--- src/pkg/adtc_params.svh ---
/*
 Constants of the converter timing and channel register block: byte addresses,
 field positions, reset values, counts and channel codes.
 Assumes inclusion by bare name from any file that needs them.
*/
`ifndef ADTC_PARAMS_SVH
`define ADTC_PARAMS_SVH

// ****************************************************************
// Printed byte offsets, kept as register indices.
// ****************************************************************
`define ADTC_IDX_FLT_LO 16'h1D14
`define ADTC_IDX_FLT_HI 16'h1D15
`define ADTC_IDX_TALLY 16'h1D19
`define ADTC_IDX_RPT 16'h1D1A
`define ADTC_IDX_PREV_LO 16'h1D1B
`define ADTC_IDX_PREV_HI 16'h1D1C
`define ADTC_IDX_OUT_LO 16'h1D1D
`define ADTC_IDX_OUT_HI 16'h1D1E
`define ADTC_IDX_PCH 16'h1D1F
`define ADTC_IDX_ACQ_LO 16'h1D21
`define ADTC_IDX_ACQ_HI 16'h1D22
`define ADTC_IDX_CAP 16'h1D23
`define ADTC_IDX_PRE_LO 16'h1D24
`define ADTC_IDX_PRE_HI 16'h1D25
`define ADTC_IDX_REF 16'h1D2B
`define ADTC_IDX_CLK 16'h1D2D
// Own control and status registers.
`define ADTC_IDX_CTRL 16'h1D40
`define ADTC_IDX_STAT 16'h1D41
`define ADTC_IDX_ACC_LO 16'h1D42
`define ADTC_IDX_ACC_HI 16'h1D43

// ****************************************************************
// Control register fields.
// ****************************************************************
`define ADTC_CTRL_GO 0
`define ADTC_CTRL_RCSEL 1
`define ADTC_CTRL_MODE_LSB 2
`define ADTC_CTRL_SHIFT_LSB 5
`define ADTC_CTRL_RST 8'h00

// ****************************************************************
// Codes and counts.
// ****************************************************************
`define ADTC_ACQ_DEFAULT 14'h2000
`define ADTC_CONV_CLOCKS 6'h0B
`define ADTC_RC_DIV 8'h03
`define ADTC_REF_RSVD 2'h1
`define ADTC_PCH_FVR2 6'h3F
`define ADTC_PCH_FVR1 6'h3E
`define ADTC_PCH_TEMP 6'h3B
`define ADTC_PCH_GND 6'h3A
`define ADTC_PCH_GROUP 6'h03

`endif

--- src/pkg/adtc_pkg.sv ---
/*
 Types of the converter timing and channel register block.
 Assumes nothing beyond a SystemVerilog compiler.
*/
package adtc_pkg;
    typedef enum logic [2:0] {
        ST_IDLE = 3'b000,
        ST_PRE = 3'b001,
        ST_ACQ = 3'b010,
        ST_CONV = 3'b011
    } adtc_stage_e;

    typedef enum logic [2:0] {
        MD_BASIC = 3'b000,
        MD_ACCUM = 3'b001,
        MD_AVG = 3'b010,
        MD_BURST = 3'b011,
        MD_LPF = 3'b100
    } adtc_mode_e;
endpackage

--- src/pkg/adtc_tick_if.sv ---
/*
 Interface carrying timing ticks from the clock source module to the core.
 Assumes one clock domain.
*/
`timescale 1ns/10ps
interface adtc_tick_if;
    logic stage_tick;
    logic conv_tick;
    modport src (output stage_tick, output conv_tick);
    modport snk (input stage_tick, input conv_tick);
endinterface

--- src/core/adtc_top.sv ---
/*
 Converter front end control: clock divider, reference and channel select,
 precharge and acquisition timing, sample capacitance, repeat tally and results.
 Assumes an Avalon-MM master on CLK and a converter model on CONV_RESULT.
*/
// Register access over Avalon-MM was decided locally.
// Behaviour
// - Converter clock is oscillator over 2(n+1).
// - Divider ignored when RC oscillator selected.
// - Two-bit reference select; code 01 reserved.
// - Six-bit positive input channel multiplexer select.
// - Precharge lasts n clocks of chosen source.
// - Acquisition lasts n clocks of chosen source.
// - Zero acquisition means 8192, or skipped.
// - Five-bit added capacitance in picofarads.
// - Eight-bit trigger tally, readable, resets zero.
// - Threshold check when tally reaches target.
// - Averaging modes output shifted accumulator.
// - Low-pass mode outputs filter value.
// - Filtered output sixteen-bit signed, read only.
// - Sixteen-bit outcome register, bytewise, resets zero.
// - Timing fields split low and high bytes.
// - Stages precharge, acquisition, conversion; codes reported.
`timescale 1ns/10ps
`include "adtc_params.svh"
module adtc_top
#(
    parameter bit LARGE_PKG = 1'b1
)
(
    input wire logic CLK,
    input wire logic RESETN,
    input wire logic [15:0] ADDRESS,
    input wire logic READ,
    input wire logic WRITE,
    input wire logic [31:0] WRITEDATA,
    input wire logic [3:0] BYTEENABLE,
    output logic [31:0] READDATA,
    output logic WAITREQUEST,
    output logic [1:0] RESPONSE,
    input wire logic [15:0] CONV_RESULT,
    output logic [2:0] STAGE,
    output logic [1:0] REF_SEL,
    output logic REF_VALID,
    output logic [5:0] CHAN_SEL,
    output logic CHAN_VALID,
    output logic [4:0] CAP_PF,
    output logic CONV_CLK_EN,
    output logic THRESH_CHECK
);
    // ****************************************************************
    // Registers.
    // ****************************************************************
    logic [7:0] tally_ff;
    logic [7:0] rpt_ff;
    logic [15:0] outcome_ff;
    logic [15:0] prev_ff;
    logic [5:0] pch_ff;
    logic [12:0] acq_ff;
    logic [12:0] pre_ff;
    logic [4:0] cap_ff;
    logic [1:0] ref_ff;
    logic [5:0] div_ff;
    logic [7:0] ctrl_ff;
    logic [13:0] cnt_ff;
    logic [5:0] conv_cnt_ff;
    adtc_pkg::adtc_stage_e stage_ff;
    adtc_pkg::adtc_stage_e nxt_stage;
    logic [13:0] nxt_cnt;
    logic wreq_ff;
    logic [31:0] rdata_ff;
    logic [1:0] resp_ff;
    logic [2:0] stage_o_ff;
    logic ref_v_ff;
    logic chan_v_ff;
    logic conv_en_ff;
    logic thr_ff;
    logic [17:0] acc_w;
    logic [15:0] flt_w;

    adtc_tick_if tk();

    // ****************************************************************
    // Decoding.
    // ****************************************************************
    function automatic logic chan_ok(input logic [5:0] c, input logic big);
        logic ok;
        ok = 1'b0;
        if (c == 6'h16 || c == 6'h17 || (c >= 6'h0C && c <= 6'h0F))
            ok = big;
        else if (c >= 6'h10 && c <= 6'h15)
            ok = 1'b1;
        else if (c <= 6'h05)
            ok = 1'b1;
        else if (c == `ADTC_PCH_FVR2 || c == `ADTC_PCH_FVR1)
            ok = 1'b1;
        else if (c == `ADTC_PCH_TEMP || c == `ADTC_PCH_GND)
            ok = 1'b1;
        return ok;
    endfunction

    function automatic logic [7:0] byte_of(input logic [15:0] v, input logic hi);
        return hi ? v[15:8] : v[7:0];
    endfunction

    wire busy = (stage_ff != adtc_pkg::ST_IDLE);
    wire go = ctrl_ff[`ADTC_CTRL_GO];
    wire rc_sel = ctrl_ff[`ADTC_CTRL_RCSEL];
    wire [2:0] mode = ctrl_ff[`ADTC_CTRL_MODE_LSB +: 3];
    wire [2:0] shift = ctrl_ff[`ADTC_CTRL_SHIFT_LSB +: 3];
    wire req = (READ || WRITE) && wreq_ff;
    wire wr = WRITE && !wreq_ff;
    wire rd = READ && req;
    wire [15:0] a = ADDRESS >> 2;
    wire be0 = BYTEENABLE[0];
    wire [7:0] wd = WRITEDATA[7:0];
    wire conv_done = (stage_ff == adtc_pkg::ST_CONV) && tk.conv_tick
        && (conv_cnt_ff == `ADTC_CONV_CLOCKS);
    wire counting = (mode == adtc_pkg::MD_AVG) || (mode == adtc_pkg::MD_BURST)
        || (mode == adtc_pkg::MD_LPF);
    wire [13:0] acq_len = (acq_ff == 13'h0000) ? `ADTC_ACQ_DEFAULT : {1'b0, acq_ff};
    wire w_tally = wr && be0 && (a == `ADTC_IDX_TALLY);
    wire hit_check = counting && conv_done && (tally_ff + 8'h01 == rpt_ff);

    // ****************************************************************
    // Register reads.
    // ****************************************************************
    logic [7:0] rd_byte;
    logic mapped;
    always_comb
    begin
        rd_byte = 8'h00;
        mapped = 1'b1;
        case (a)
            `ADTC_IDX_FLT_LO: rd_byte = byte_of(flt_w, 1'b0);
            `ADTC_IDX_FLT_HI: rd_byte = byte_of(flt_w, 1'b1);
            `ADTC_IDX_TALLY: rd_byte = tally_ff;
            `ADTC_IDX_RPT: rd_byte = rpt_ff;
            `ADTC_IDX_PREV_LO: rd_byte = byte_of(prev_ff, 1'b0);
            `ADTC_IDX_PREV_HI: rd_byte = byte_of(prev_ff, 1'b1);
            `ADTC_IDX_OUT_LO: rd_byte = byte_of(outcome_ff, 1'b0);
            `ADTC_IDX_OUT_HI: rd_byte = byte_of(outcome_ff, 1'b1);
            `ADTC_IDX_PCH: rd_byte = {2'b00, pch_ff};
            `ADTC_IDX_ACQ_LO: rd_byte = acq_ff[7:0];
            `ADTC_IDX_ACQ_HI: rd_byte = {3'b000, acq_ff[12:8]};
            `ADTC_IDX_CAP: rd_byte = {3'b000, cap_ff};
            `ADTC_IDX_PRE_LO: rd_byte = pre_ff[7:0];
            `ADTC_IDX_PRE_HI: rd_byte = {3'b000, pre_ff[12:8]};
            `ADTC_IDX_REF: rd_byte = {6'h00, ref_ff};
            `ADTC_IDX_CLK: rd_byte = {2'b00, div_ff};
            `ADTC_IDX_CTRL: rd_byte = ctrl_ff;
            `ADTC_IDX_STAT: rd_byte = {5'h00, stage_ff};
            `ADTC_IDX_ACC_LO: rd_byte = acc_w[7:0];
            `ADTC_IDX_ACC_HI: rd_byte = acc_w[15:8];
            default: mapped = 1'b0;
        endcase
    end

    // Answer one cycle after the request; a write lands at the edge that ends the answer cycle.
    always_ff @(posedge CLK or negedge RESETN)
    begin
        if (!RESETN)
        begin
            wreq_ff <= 1'b1;
            rdata_ff <= 32'h00000000;
            resp_ff <= 2'h0;
        end
        else
        begin
            wreq_ff <= !req;
            rdata_ff <= rd ? {24'h000000, rd_byte} : 32'h00000000;
            resp_ff <= (req && !mapped) ? 2'h2 : 2'h0;
        end
    end

    // ****************************************************************
    // Configuration writes.
    // ****************************************************************
    // split byte access
    always_ff @(posedge CLK or negedge RESETN)
    begin
        if (!RESETN)
        begin
            rpt_ff <= 8'h00;
            pch_ff <= 6'h00;
            acq_ff <= 13'h0000;
            pre_ff <= 13'h0000;
            cap_ff <= 5'h00;
            ref_ff <= 2'h0;
            div_ff <= 6'h00;
        end
        else if (wr && be0)
        begin
            if (a == `ADTC_IDX_RPT)
                rpt_ff <= wd;
            if (a == `ADTC_IDX_PCH)
                pch_ff <= wd[5:0];
            if (a == `ADTC_IDX_ACQ_LO)
                acq_ff[7:0] <= wd;
            if (a == `ADTC_IDX_ACQ_HI)
                acq_ff[12:8] <= wd[4:0];
            if (a == `ADTC_IDX_PRE_LO)
                pre_ff[7:0] <= wd;
            if (a == `ADTC_IDX_PRE_HI)
                pre_ff[12:8] <= wd[4:0];
            if (a == `ADTC_IDX_CAP)
                cap_ff <= wd[4:0];
            if (a == `ADTC_IDX_REF)
                ref_ff <= wd[1:0];
            if (a == `ADTC_IDX_CLK)
                div_ff <= wd[5:0];
        end
    end

    // The go bit drops by hardware when a conversion ends; that beats a software write.
    always_ff @(posedge CLK or negedge RESETN)
    begin
        if (!RESETN)
            ctrl_ff <= `ADTC_CTRL_RST;
        else if (conv_done)
            ctrl_ff[`ADTC_CTRL_GO] <= 1'b0;
        else if (wr && be0 && a == `ADTC_IDX_CTRL)
            ctrl_ff <= wd;
    end

    // ****************************************************************
    // Results and tally.
    // ****************************************************************
    // outcome bytes
    always_ff @(posedge CLK or negedge RESETN)
    begin
        if (!RESETN)
        begin
            outcome_ff <= 16'h0000;
            prev_ff <= 16'h0000;
        end
        else if (conv_done)
            outcome_ff <= CONV_RESULT;
        else if (!busy && go)
            prev_ff <= outcome_ff;
        else if (wr && be0 && a == `ADTC_IDX_OUT_LO)
            outcome_ff[7:0] <= wd;
        else if (wr && be0 && a == `ADTC_IDX_OUT_HI)
            outcome_ff[15:8] <= wd;
    end

    always_ff @(posedge CLK or negedge RESETN)
    begin
        if (!RESETN)
            tally_ff <= 8'h00;
        else if (counting && conv_done)
            tally_ff <= hit_check ? 8'h00 : tally_ff + 8'h01;
        else if (w_tally)
            tally_ff <= wd;
    end

    // ****************************************************************
    // Stage sequencer.
    // ****************************************************************
    always_comb
    begin
        nxt_stage = stage_ff;
        nxt_cnt = cnt_ff;
        case (stage_ff)
            adtc_pkg::ST_IDLE:
            begin
                if (go && pre_ff != 13'h0000)
                begin
                    nxt_stage = adtc_pkg::ST_PRE;
                    nxt_cnt = {1'b0, pre_ff};
                end
                else if (go && acq_ff != 13'h0000)
                begin
                    nxt_stage = adtc_pkg::ST_ACQ;
                    nxt_cnt = {1'b0, acq_ff};
                end
                else if (go)
                    nxt_stage = adtc_pkg::ST_CONV;
            end
            adtc_pkg::ST_PRE:
            begin
                if (tk.stage_tick)
                    nxt_cnt = cnt_ff - 14'h0001;
                if (tk.stage_tick && cnt_ff == 14'h0001)
                begin
                    nxt_stage = adtc_pkg::ST_ACQ;
                    nxt_cnt = acq_len;
                end
            end
            adtc_pkg::ST_ACQ:
            begin
                if (tk.stage_tick)
                    nxt_cnt = cnt_ff - 14'h0001;
                if (tk.stage_tick && cnt_ff == 14'h0001)
                    nxt_stage = adtc_pkg::ST_CONV;
            end
            adtc_pkg::ST_CONV:
            begin
                if (conv_done)
                    nxt_stage = adtc_pkg::ST_IDLE;
            end
            default: nxt_stage = adtc_pkg::ST_IDLE;
        endcase
    end

    always_ff @(posedge CLK or negedge RESETN)
    begin
        if (!RESETN)
        begin
            stage_ff <= adtc_pkg::ST_IDLE;
            cnt_ff <= 14'h0000;
            conv_cnt_ff <= 6'h00;
        end
        else
        begin
            stage_ff <= nxt_stage;
            cnt_ff <= nxt_cnt;
            if (stage_ff != adtc_pkg::ST_CONV)
                conv_cnt_ff <= 6'h00;
            else if (tk.conv_tick)
                conv_cnt_ff <= conv_cnt_ff + 6'h01;
        end
    end

    // ****************************************************************
    // Submodules.
    // ****************************************************************
    // clock divider
    adtc_clkgen u_clk
    (
        .clk(CLK),
        .resetn(RESETN),
        .run(busy),
        .rc_sel(rc_sel),
        .div(div_ff),
        .tk(tk)
    );

    adtc_filter u_flt
    (
        .clk(CLK),
        .resetn(RESETN),
        .done(conv_done),
        .clr(wr && be0 && a == `ADTC_IDX_ACC_LO && !busy),
        .mode(mode),
        .shift(shift),
        .sample(CONV_RESULT),
        .acc(acc_w),
        .flt(flt_w)
    );

    // ****************************************************************
    // Registered outputs.
    // ****************************************************************
    always_ff @(posedge CLK or negedge RESETN)
    begin
        if (!RESETN)
        begin
            stage_o_ff <= 3'b000;
            ref_v_ff <= 1'b1;
            chan_v_ff <= 1'b1;
            conv_en_ff <= 1'b0;
            thr_ff <= 1'b0;
        end
        else
        begin
            stage_o_ff <= nxt_stage;
            ref_v_ff <= (ref_ff != `ADTC_REF_RSVD);
            chan_v_ff <= chan_ok(pch_ff, LARGE_PKG);
            conv_en_ff <= (stage_ff == adtc_pkg::ST_CONV) && tk.conv_tick;
            thr_ff <= hit_check;
        end
    end

    assign READDATA = rdata_ff;
    assign WAITREQUEST = wreq_ff;
    assign RESPONSE = resp_ff;
    assign STAGE = stage_o_ff;
    assign REF_SEL = ref_ff;
    assign REF_VALID = ref_v_ff;
    assign CHAN_SEL = pch_ff;
    assign CHAN_VALID = chan_v_ff;
    assign CAP_PF = cap_ff;
    assign CONV_CLK_EN = conv_en_ff;
    assign THRESH_CHECK = thr_ff;
endmodule

--- src/core/adtc_clkgen.sv ---
/*
 Tick generator: stage timing ticks and converter clock enables.
 Assumes CLK is the system oscillator; the RC oscillator is modelled by a fixed divider.
*/
`timescale 1ns/10ps
`include "adtc_params.svh"
module adtc_clkgen
(
    input wire logic clk,
    input wire logic resetn,
    input wire logic run,
    input wire logic rc_sel,
    input wire logic [5:0] div,
    adtc_tick_if.src tk
);
    logic [6:0] div_cnt_ff;
    logic [7:0] rc_cnt_ff;
    wire div_end = (div_cnt_ff == {div, 1'b1});
    wire rc_end = (rc_cnt_ff == `ADTC_RC_DIV);

    always_ff @(posedge clk or negedge resetn)
    begin
        if (!resetn)
            div_cnt_ff <= 7'h00;
        else if (!run || div_end)
            div_cnt_ff <= 7'h00;
        else
            div_cnt_ff <= div_cnt_ff + 7'h01;
    end

    always_ff @(posedge clk or negedge resetn)
    begin
        if (!resetn)
            rc_cnt_ff <= 8'h00;
        else if (!run || rc_end)
            rc_cnt_ff <= 8'h00;
        else
            rc_cnt_ff <= rc_cnt_ff + 8'h01;
    end

    // Stage time counts oscillator clocks, or RC clocks when RC is chosen.
    assign tk.stage_tick = rc_sel ? rc_end : 1'b1;
    // The divider acts only with the system oscillator as source.
    assign tk.conv_tick = rc_sel ? rc_end : div_end;
endmodule

--- src/core/adtc_filter.sv ---
/*
 Computation unit: accumulator and filtered output.
 Assumes one strobe per finished conversion with its result.
*/
`timescale 1ns/10ps
`include "adtc_params.svh"
module adtc_filter
(
    input wire logic clk,
    input wire logic resetn,
    input wire logic done,
    input wire logic clr,
    input wire logic [2:0] mode,
    input wire logic [2:0] shift,
    input wire logic [15:0] sample,
    output logic [17:0] acc,
    output logic [15:0] flt
);
    logic [17:0] acc_ff;
    logic [15:0] flt_ff;
    wire signed [17:0] acc_s = acc_ff;
    wire signed [17:0] smp_s = {2'b00, sample};
    wire signed [17:0] nxt_acc = (mode == adtc_pkg::MD_LPF)
        ? acc_s - (acc_s >>> shift) + smp_s : acc_s + smp_s;
    wire signed [17:0] shifted = nxt_acc >>> shift;
    wire basic = (mode == adtc_pkg::MD_BASIC);

    always_ff @(posedge clk or negedge resetn)
    begin
        if (!resetn)
            acc_ff <= 18'h00000;
        else if (clr)
            acc_ff <= 18'h00000;
        else if (done && !basic)
            acc_ff <= nxt_acc;
    end

    // Accumulating modes show the shifted sum; the low-pass mode shows its filter state shifted the same way.
    always_ff @(posedge clk)
    begin
        if (done && !basic)
            flt_ff <= shifted[15:0];
    end

    assign acc = acc_ff;
    assign flt = flt_ff;
endmodule

--- config.mk ---
export PLATFORM = sky130hd
export DESIGN_NAME = adtc_top
export DESIGN_NICKNAME = d
export VERILOG_FILES = /design/src/pkg/adtc_pkg.sv /design/src/pkg/adtc_tick_if.sv /design/src/core/adtc_top.sv /design/src/core/adtc_clkgen.sv /design/src/core/adtc_filter.sv
export VERILOG_INCLUDE_DIRS = /design/src /design/src/pkg
export SDC_FILE = /design/constraint.sdc
export NUM_CORES = 1
export LEC_CHECK = 0
export BUFFER_PORTS_ARGS = -buffer_cell sky130_fd_sc_hd__buf_4
export CAP_MARGIN = 20
export CORE_MARGIN = 2
export CORE_UTILIZATION = 35
export CTS_CLUSTER_DIAMETER = 60
export DETAILED_ROUTE_END_ITERATION = 8
export SYNTH_ARGS = -nofsm -noshare
export SYNTH_HDL_FRONTEND = slang
export SYNTH_SLANG_ARGS = --single-unit
--- constraint.sdc ---
create_clock -name CLK -period 4.2 [get_ports CLK]
set_input_delay 0.21 -clock CLK [delete_from_list [all_inputs] [get_ports CLK]]
set_output_delay 0.21 -clock CLK [all_outputs]
set_load 0.02 [all_outputs]
Yosys cells after proc, flatten, opt, wreduce, memory -nomap -nowiden
Index checks and enable logic that the tools add are counted.
- output and inout port bits: 55
- bits of input ports: 72
- word-level logic and storage cells: 197
- register bits after elaboration: 188
- shifts and indexed selects: 2
- $lt $le $gt $ge: 5
- add/sub/neg operators: 8
- equal/unequal tests: 46
- reductions and logical operators: 65
- bitwise operators: 1
- mux-type cells: 41
- operator list (operator ; number):
    $eq 14x13->1 const B ; 20
    $pmux 8 s20 ; 1
    $mux 14 ; 5
    $mux 8 ; 8
    $mux 18 ; 3
    $pmux 14 s3 ; 1
    $add 18x17->18 ; 2
    $mux 16 ; 2
    $reduce_and 2->1 ; 13
    $reduce_bool 13->1 ; 2
    $eq 6x6->1 const B ; 4
    $logic_and 1x1->1 ; 22
    $reduce_or 20->1 ; 1
    $mux 3 ; 6
    $sshr 18x3->16 ; 1
    $sshr 18x3->18 ; 1
    $sub 18x18->18 ; 1
    $add 8x1->8 const B ; 2
    $eq 14x1->1 const B ; 1
    $sub 14x1->14 const B ; 1
    $logic_not 13->1 ; 1
    $eq 3x2->1 const B ; 4
    $eq 6x5->1 const B ; 2
    $mux 6 ; 2
    30 further kinds ; 62

Longest topological paths before layout
- word-level depth: 8
- gate-level depth with buffers: 18
- depth with buffers taken out: 17

Hierarchy
A second synthesis with hierarchy kept.
- cells, all modules: 1569
- area total of the unflattened synthesis: 14318.7 um^2
- by module, submodules not included (module ; area an instance (um^2) ; times used ; seq. area each (um^2) ; cells an instance):
    adtc_top ; 8383.0 ; 1 ; 3432.0 ; 834
    adtc_filter ; 5094.9 ; 1 ; 930.9 ; 651
    adtc_clkgen ; 840.8 ; 1 ; 375.4 ; 84

Worst setup path after synthesis
OpenSTA, ideal clock, no wires.
- path type: register to register
- start: register ctrl_ff[6]
- end: register u_flt.flt_ff[10] (netlist: u_flt.flt[10]) (data pin)
- data arrival time: 4.048 ns
- data required time: 3.926 ns
- period minus slack after synthesis: 4.322 ns
- setup time: 0.274 ns
- path buffers: 2
- path slack: -0.122 ns
- cell stages (with the launch flop): 18
- path through: dfrtp_1 buf_1 clkbuf_1 mux2i_1 nand2_1 a21oi_1 a21oi_1 fa_1 inv_1 ha_1 nor2b_1 o211ai_1 a31oi_1 o32a_1 and3_1 or4_1 mux2i_1 o221ai_1
- longest elaborated chain between the ends: 5
- RTL lines (element ; RTL line ; source):
    start: declaration ; adtc_top.sv:64 ; logic [7:0] ctrl_ff;
    start signal: assignment ; adtc_top.sv:219 ; ctrl_ff <= `ADTC_CTRL_RST;
    start signal: assignment ; adtc_top.sv:223 ; ctrl_ff <= wd;
    $sshr 18x3->18 ; adtc_filter.sv:24 ; ? acc_s - (acc_s >>> shift) + smp_s : acc_s + smp_s;
    $sub 18x18->18 ; adtc_filter.sv:24 ;
    $add 18x17->18 ; adtc_filter.sv:24 ;
    $mux 18 ; adtc_filter.sv:24 ;
    $sshr 18x3->16 (*) ; adtc_filter.sv:25 ; wire signed [17:0] shifted = nxt_acc >>> shift;
    via u_flt.shifted[10] ; adtc_filter.sv:25 ;
    end signal: assignment ; adtc_filter.sv:42 ; flt_ff <= shifted[15:0];
    end: declaration ; adtc_filter.sv:20 ; logic [15:0] flt_ff;
Mark *: on every way through the listed nets, which the timed path passes. The rest lies on a longest branch.
A chain may end at the register's enable or synchronous reset.

Worst setup path after layout
Same ends and word-level chain as after synthesis.

==> out/summary.md <==
Top cell type by total area after synthesis: sky130_fd_sc_hd__dfrtp_1. Counting distinct cell types in the post-synthesis netlist gives 80. Complex-gate fraction of the synthesized area: 17.91%.

At the worst endpoint, the arrival time is 4.47 ns. Headroom to the max-slew limit came out at 33.33%. During synthesis, Yosys emitted a total of 0 warnings.

The number of nets in the final layout was 1,728. The signal on the critical path passes through buf_6 > buf_16 > mux2i_4 > nand2_1 > o21ai_2 > buf_4 > mux2i_2 > fa_1 > inv_2 > ha_4 > buf_6 > a21oi_4 > a31oi_4 > o32a_1 > and3_4 > or4_4 > mux2i_4 > o221ai_2. Total number of vias: 11,930.

The largest net degree at the start of global routing is 105, and the number of buffers inserted during clock tree synthesis is 17. The final RePlAce weighted congestion was 0.9186; the number of enable flip-flop cells after synthesis was 16. The initial utilization of the core area, before any placement, comes to 35.25%.

Counting every sink on the clock net gives 186. The number of core rows came out at 71. The clock insertion delay at the later pin of the skew report is 0.44 ns.

Summing all multi-input logic gate instances after layout gives 0.008368 mm^2. The kind of cell adding the most delay to the critical path was compound AO/OA/AOI/OAI gates. The worst setup skew after layout is 0.01390 ns, and the actual slew at the worst max-slew pin is 1.000 ns.

The kind of end point of the critical path is a flop. Including well taps, the total number of placed cells is 2,066. The checks that failed: negative setup slack. 127 I/O pins were placed.

The share of the Yosys chip area taken by registers is 35.94%. The register bit total from synthesis is 186, and the number of hold violations in the final report is 0. For this run, the total global-route usage over all layers was measured as 21.56%. The worst path required time was 4.39 ns; the final antenna diode count was 0.

In this run the biggest area consumer among cell types represents 31.69% of the synthesized area. The total wire length after detailed routing is 42,350 um. The largest driver fanout on the critical path works out to 5. The flow ran to the end, but the final reports show violations. Counting instances in the post-synthesis netlist gives the leading cell types as 167 x sky130_fd_sc_hd__dfrtp_1, 125 x sky130_fd_sc_hd__nand2_1, 125 x sky130_fd_sc_hd__nor2_1, 88 x sky130_fd_sc_hd__a21oi_1, 86 x sky130_fd_sc_hd__inv_1. The area of all sequential standard cells is 0.004741 mm^2, and the number of global-route vias before repair is 11,560. In the synthesized netlist, mux cells make up 13.30% of the area. In the final layout, the share of cells above drive strength 1 is 27.96%.

The CTS clock-pin slew for the worst setup and hold paths works out to 0.08 ns. sky130_fd_sc_hd__dfrtp_1 is the most common cell in the netlist. For this block, the initial DRC count from the detailed router was 888. The run gives 0 as the number of antenna violations at the first check in global routing. Counting both buffers and inverters, the worst setup path holds a total of 5. The worst setup path is launched from a flop. The number of I/O port buffers is 71.

The reported leakage power was 7.206 nW; the total global routing overflow was 0. Of the total synthesized cell area, the portion taken by full adders, half adders and majority gates is 6.946%. Setup repair after global routing could not meet its margin everywhere. The final worst setup slack is -0.07926 ns, and the average footprint of a synthesized cell is 9.246 um^2.

OpenSTA, run right after detailed placement, puts the worst setup slack at -0.2466 ns. After filler insertion, the fill cell instance count of the layout stands at 3,568. The tools report the worst supply voltage drop on vdd as 0.2109 mV. Static timing analysis puts the maximum clock frequency at 0.2337 GHz.

The final worst hold slack came out at 0.09074 ns. After Yosys synthesis, XOR and XNOR cells account for 4.118% of the synthesized area. The run gives 0.01319 mm^2 as the combined area of all synthesized cells. The type of the setup path with the least slack is reg2reg. Class of the worst hold path: in2reg.

By area, the combinational part of the netlist is dominated by compound AO/OA/AOI/OAI gates. In the synthesized netlist, the number of instances is 1,426. From bottom edge to top edge, the die measures 198.1 um. Clock tree synthesis selected as its root buffer the cell sky130_fd_sc_hd__clkbuf_16. The run gives 0 as the final routed DRC violation total. Sorting the synthesized cells by area gives the leading types as sky130_fd_sc_hd__dfrtp_1 32%, sky130_fd_sc_hd__mux2_2 7.2%, sky130_fd_sc_hd__ha_1 4.4%. The total setup violations reported at the end of the flow came out at 13.

Summing the areas of all and, or, nand and nor instances in the mapped netlist gives 15.79% of the synthesized area. TritonCTS built the clock tree. The pre-antenna-repair detailed-routing pass consisted of 8 iterations. In the routed layout, each cell is associated on average with a via count of 5.636.

Max-cap violations in this run came to 0. Subtracting the final worst setup slack from the clock period gives 4.279 ns. The non-filler instance count after layout was 2,117. For this run, the leading register cell type out of synthesis is sky130_fd_sc_hd__dfrtp_1. The delay contributed by the slowest stage of the critical path came out at 0.56 ns. Once detail routing completed, the nets flagged for antenna violations numbered 0. The run gives 31,530 um as the placed wire-length estimate.

The first-pass GRT wire length is 65,630 um, and the share of flip-flops with an asynchronous set or reset after synthesis is 91.40%. Counting along the longest clock path gives a buffer depth of 2. The max-slew violation count was 0; the total power divided by cell area was 327.0 mW/mm^2. In this run the horizontal extent of the chip is 198.1 um. The wire length per cell came out at 20.00 um. The H-tree generated during clock tree synthesis spans 4 levels.

The die covers 0.03924 mm^2. In this run the standard cell core region covers 0.03740 mm^2. For this design, the slowest cell found on the critical path is sky130_fd_sc_hd__or4_4. The post-route fraction of the period consumed by the critical path is 101.9%, and the layout overhead on the synthesized area is 24.17%.
[kinds of logic after synthesis]
| family | after synthesis |
|---|---|
| buf+inv | 177 |
| fa+ha+maj | 63 |
| mux | 151 |
| flops | 186 |
| xor+xnor | 62 |
| simple gates | 430 |
| other cells | 1 |
| compound gates | 356 |
[report_power, final]
group	leakage (nW)	total (mW)	internal (mW)	switching [mW]
logic	4.60	1.72	0.684	1.03
registers	2.33	2.04	1.92	0.119
clock network	0.278	1.59	0.794	0.798
total	7.21	5.35	3.40	1.95
[per-layer routing]
layer	track usage, %	up-vias	routed length (um)
li1	-	5502	-
met4	7.101	0	1142
met2	35.04	447	19550
met3	4.088	66	2980
met5	0	-	0
met1	28.87	5916	18680
[final cells by class]
type	count	area share, %
multi-input combinational	1088	51.11
sequential	186	28.96
timing repair buffer	213	10.49
tap	511	3.905
clock buffer	17	2.598
inverter	87	2.010
clock inverter	15	0.9247
[placed cells by master (no fill, tap or decap), drive strengths merged, types with 12 or more instances in the layout]
master and instances:
buf 210, dfrtp 167, nor2 129, nand2 125, inv 97, a21oi 91, mux2 84, o21ai 80
mux2i 56, ha 46, xnor2 41, nor3 36, nand3 31, conb 26, a211oi 25, a22oi 24
xor2 21, a31oi 18, o211ai 17, clkbuf 17, fa 17, edfxtp 16, and3 16, nand2b 15
a221oi 15, a222oi 14, nor4 13, nand4 12
[repair_timing]
action                                 CTS  global route
cloned                                   3             0
gates resized for setup                 73            73
pin swaps                               25            39
endpoints found under the hold margin  103             0
hold buffers                             3             0
buffers inserted                         7            13
setup endpoints to repair               15            18
[flip-flops by register name (all words and copies together) (netlist names), 8 cells and up]
name	cells
acq_ff	13
u_flt.acc	18
ctrl_ff	8
prev_ff	16
tally_ff	8
pre_ff	13
READDATA	8
u_flt.flt	16
cnt_ff	14
u_clk.rc_cnt_ff	8
rpt_ff	8
outcome_ff	16
[worst reg2reg max path, delay by kind of cell (launching register included)]
kind                     cells  cell delay (ns)
AO/OA/AOI/OAI                5             0.90
adder cells (fa/ha/maj)      2             0.68
buffers and inverters        5             0.61
flip-flops                   1             0.44
multiplexers                 3             0.54
AND/OR/NAND/NOR              3             0.86
[stage by stage]
step                cell area [um^2]  TNS [ns]  power [mW]  util, %
floorplan                      13280         0       3.178        -
global route                   16370    -2.546       5.651    43.78
CTS                            16000   -0.9007       5.310    42.77
finish                         16370   -0.4688       5.354    43.78
detailed placement             14960    -2.104       3.676    40.01
global placement               14960    -1.818       3.637    40.01
[final timing paths]
kind,startpoint,end,slack [ns],cells after the start
setup / recovery,ctrl_ff[6],u_flt.flt[10],-0.08,18
hold / removal,CONV_RESULT[0],outcome_ff[0],0.09,3
min in group asynchronous,RESETN,CHAN_SEL[3],0.49,2
setup reg to reg,ctrl_ff[6],u_flt.flt[10],-0.08,18
hold reg to reg,u_clk.div_cnt_ff[0],u_clk.div_cnt_ff[0],0.47,1
max in group asynchronous,RESETN,cnt_ff[7],2.82,3
(Power assumes the default switching activity.)
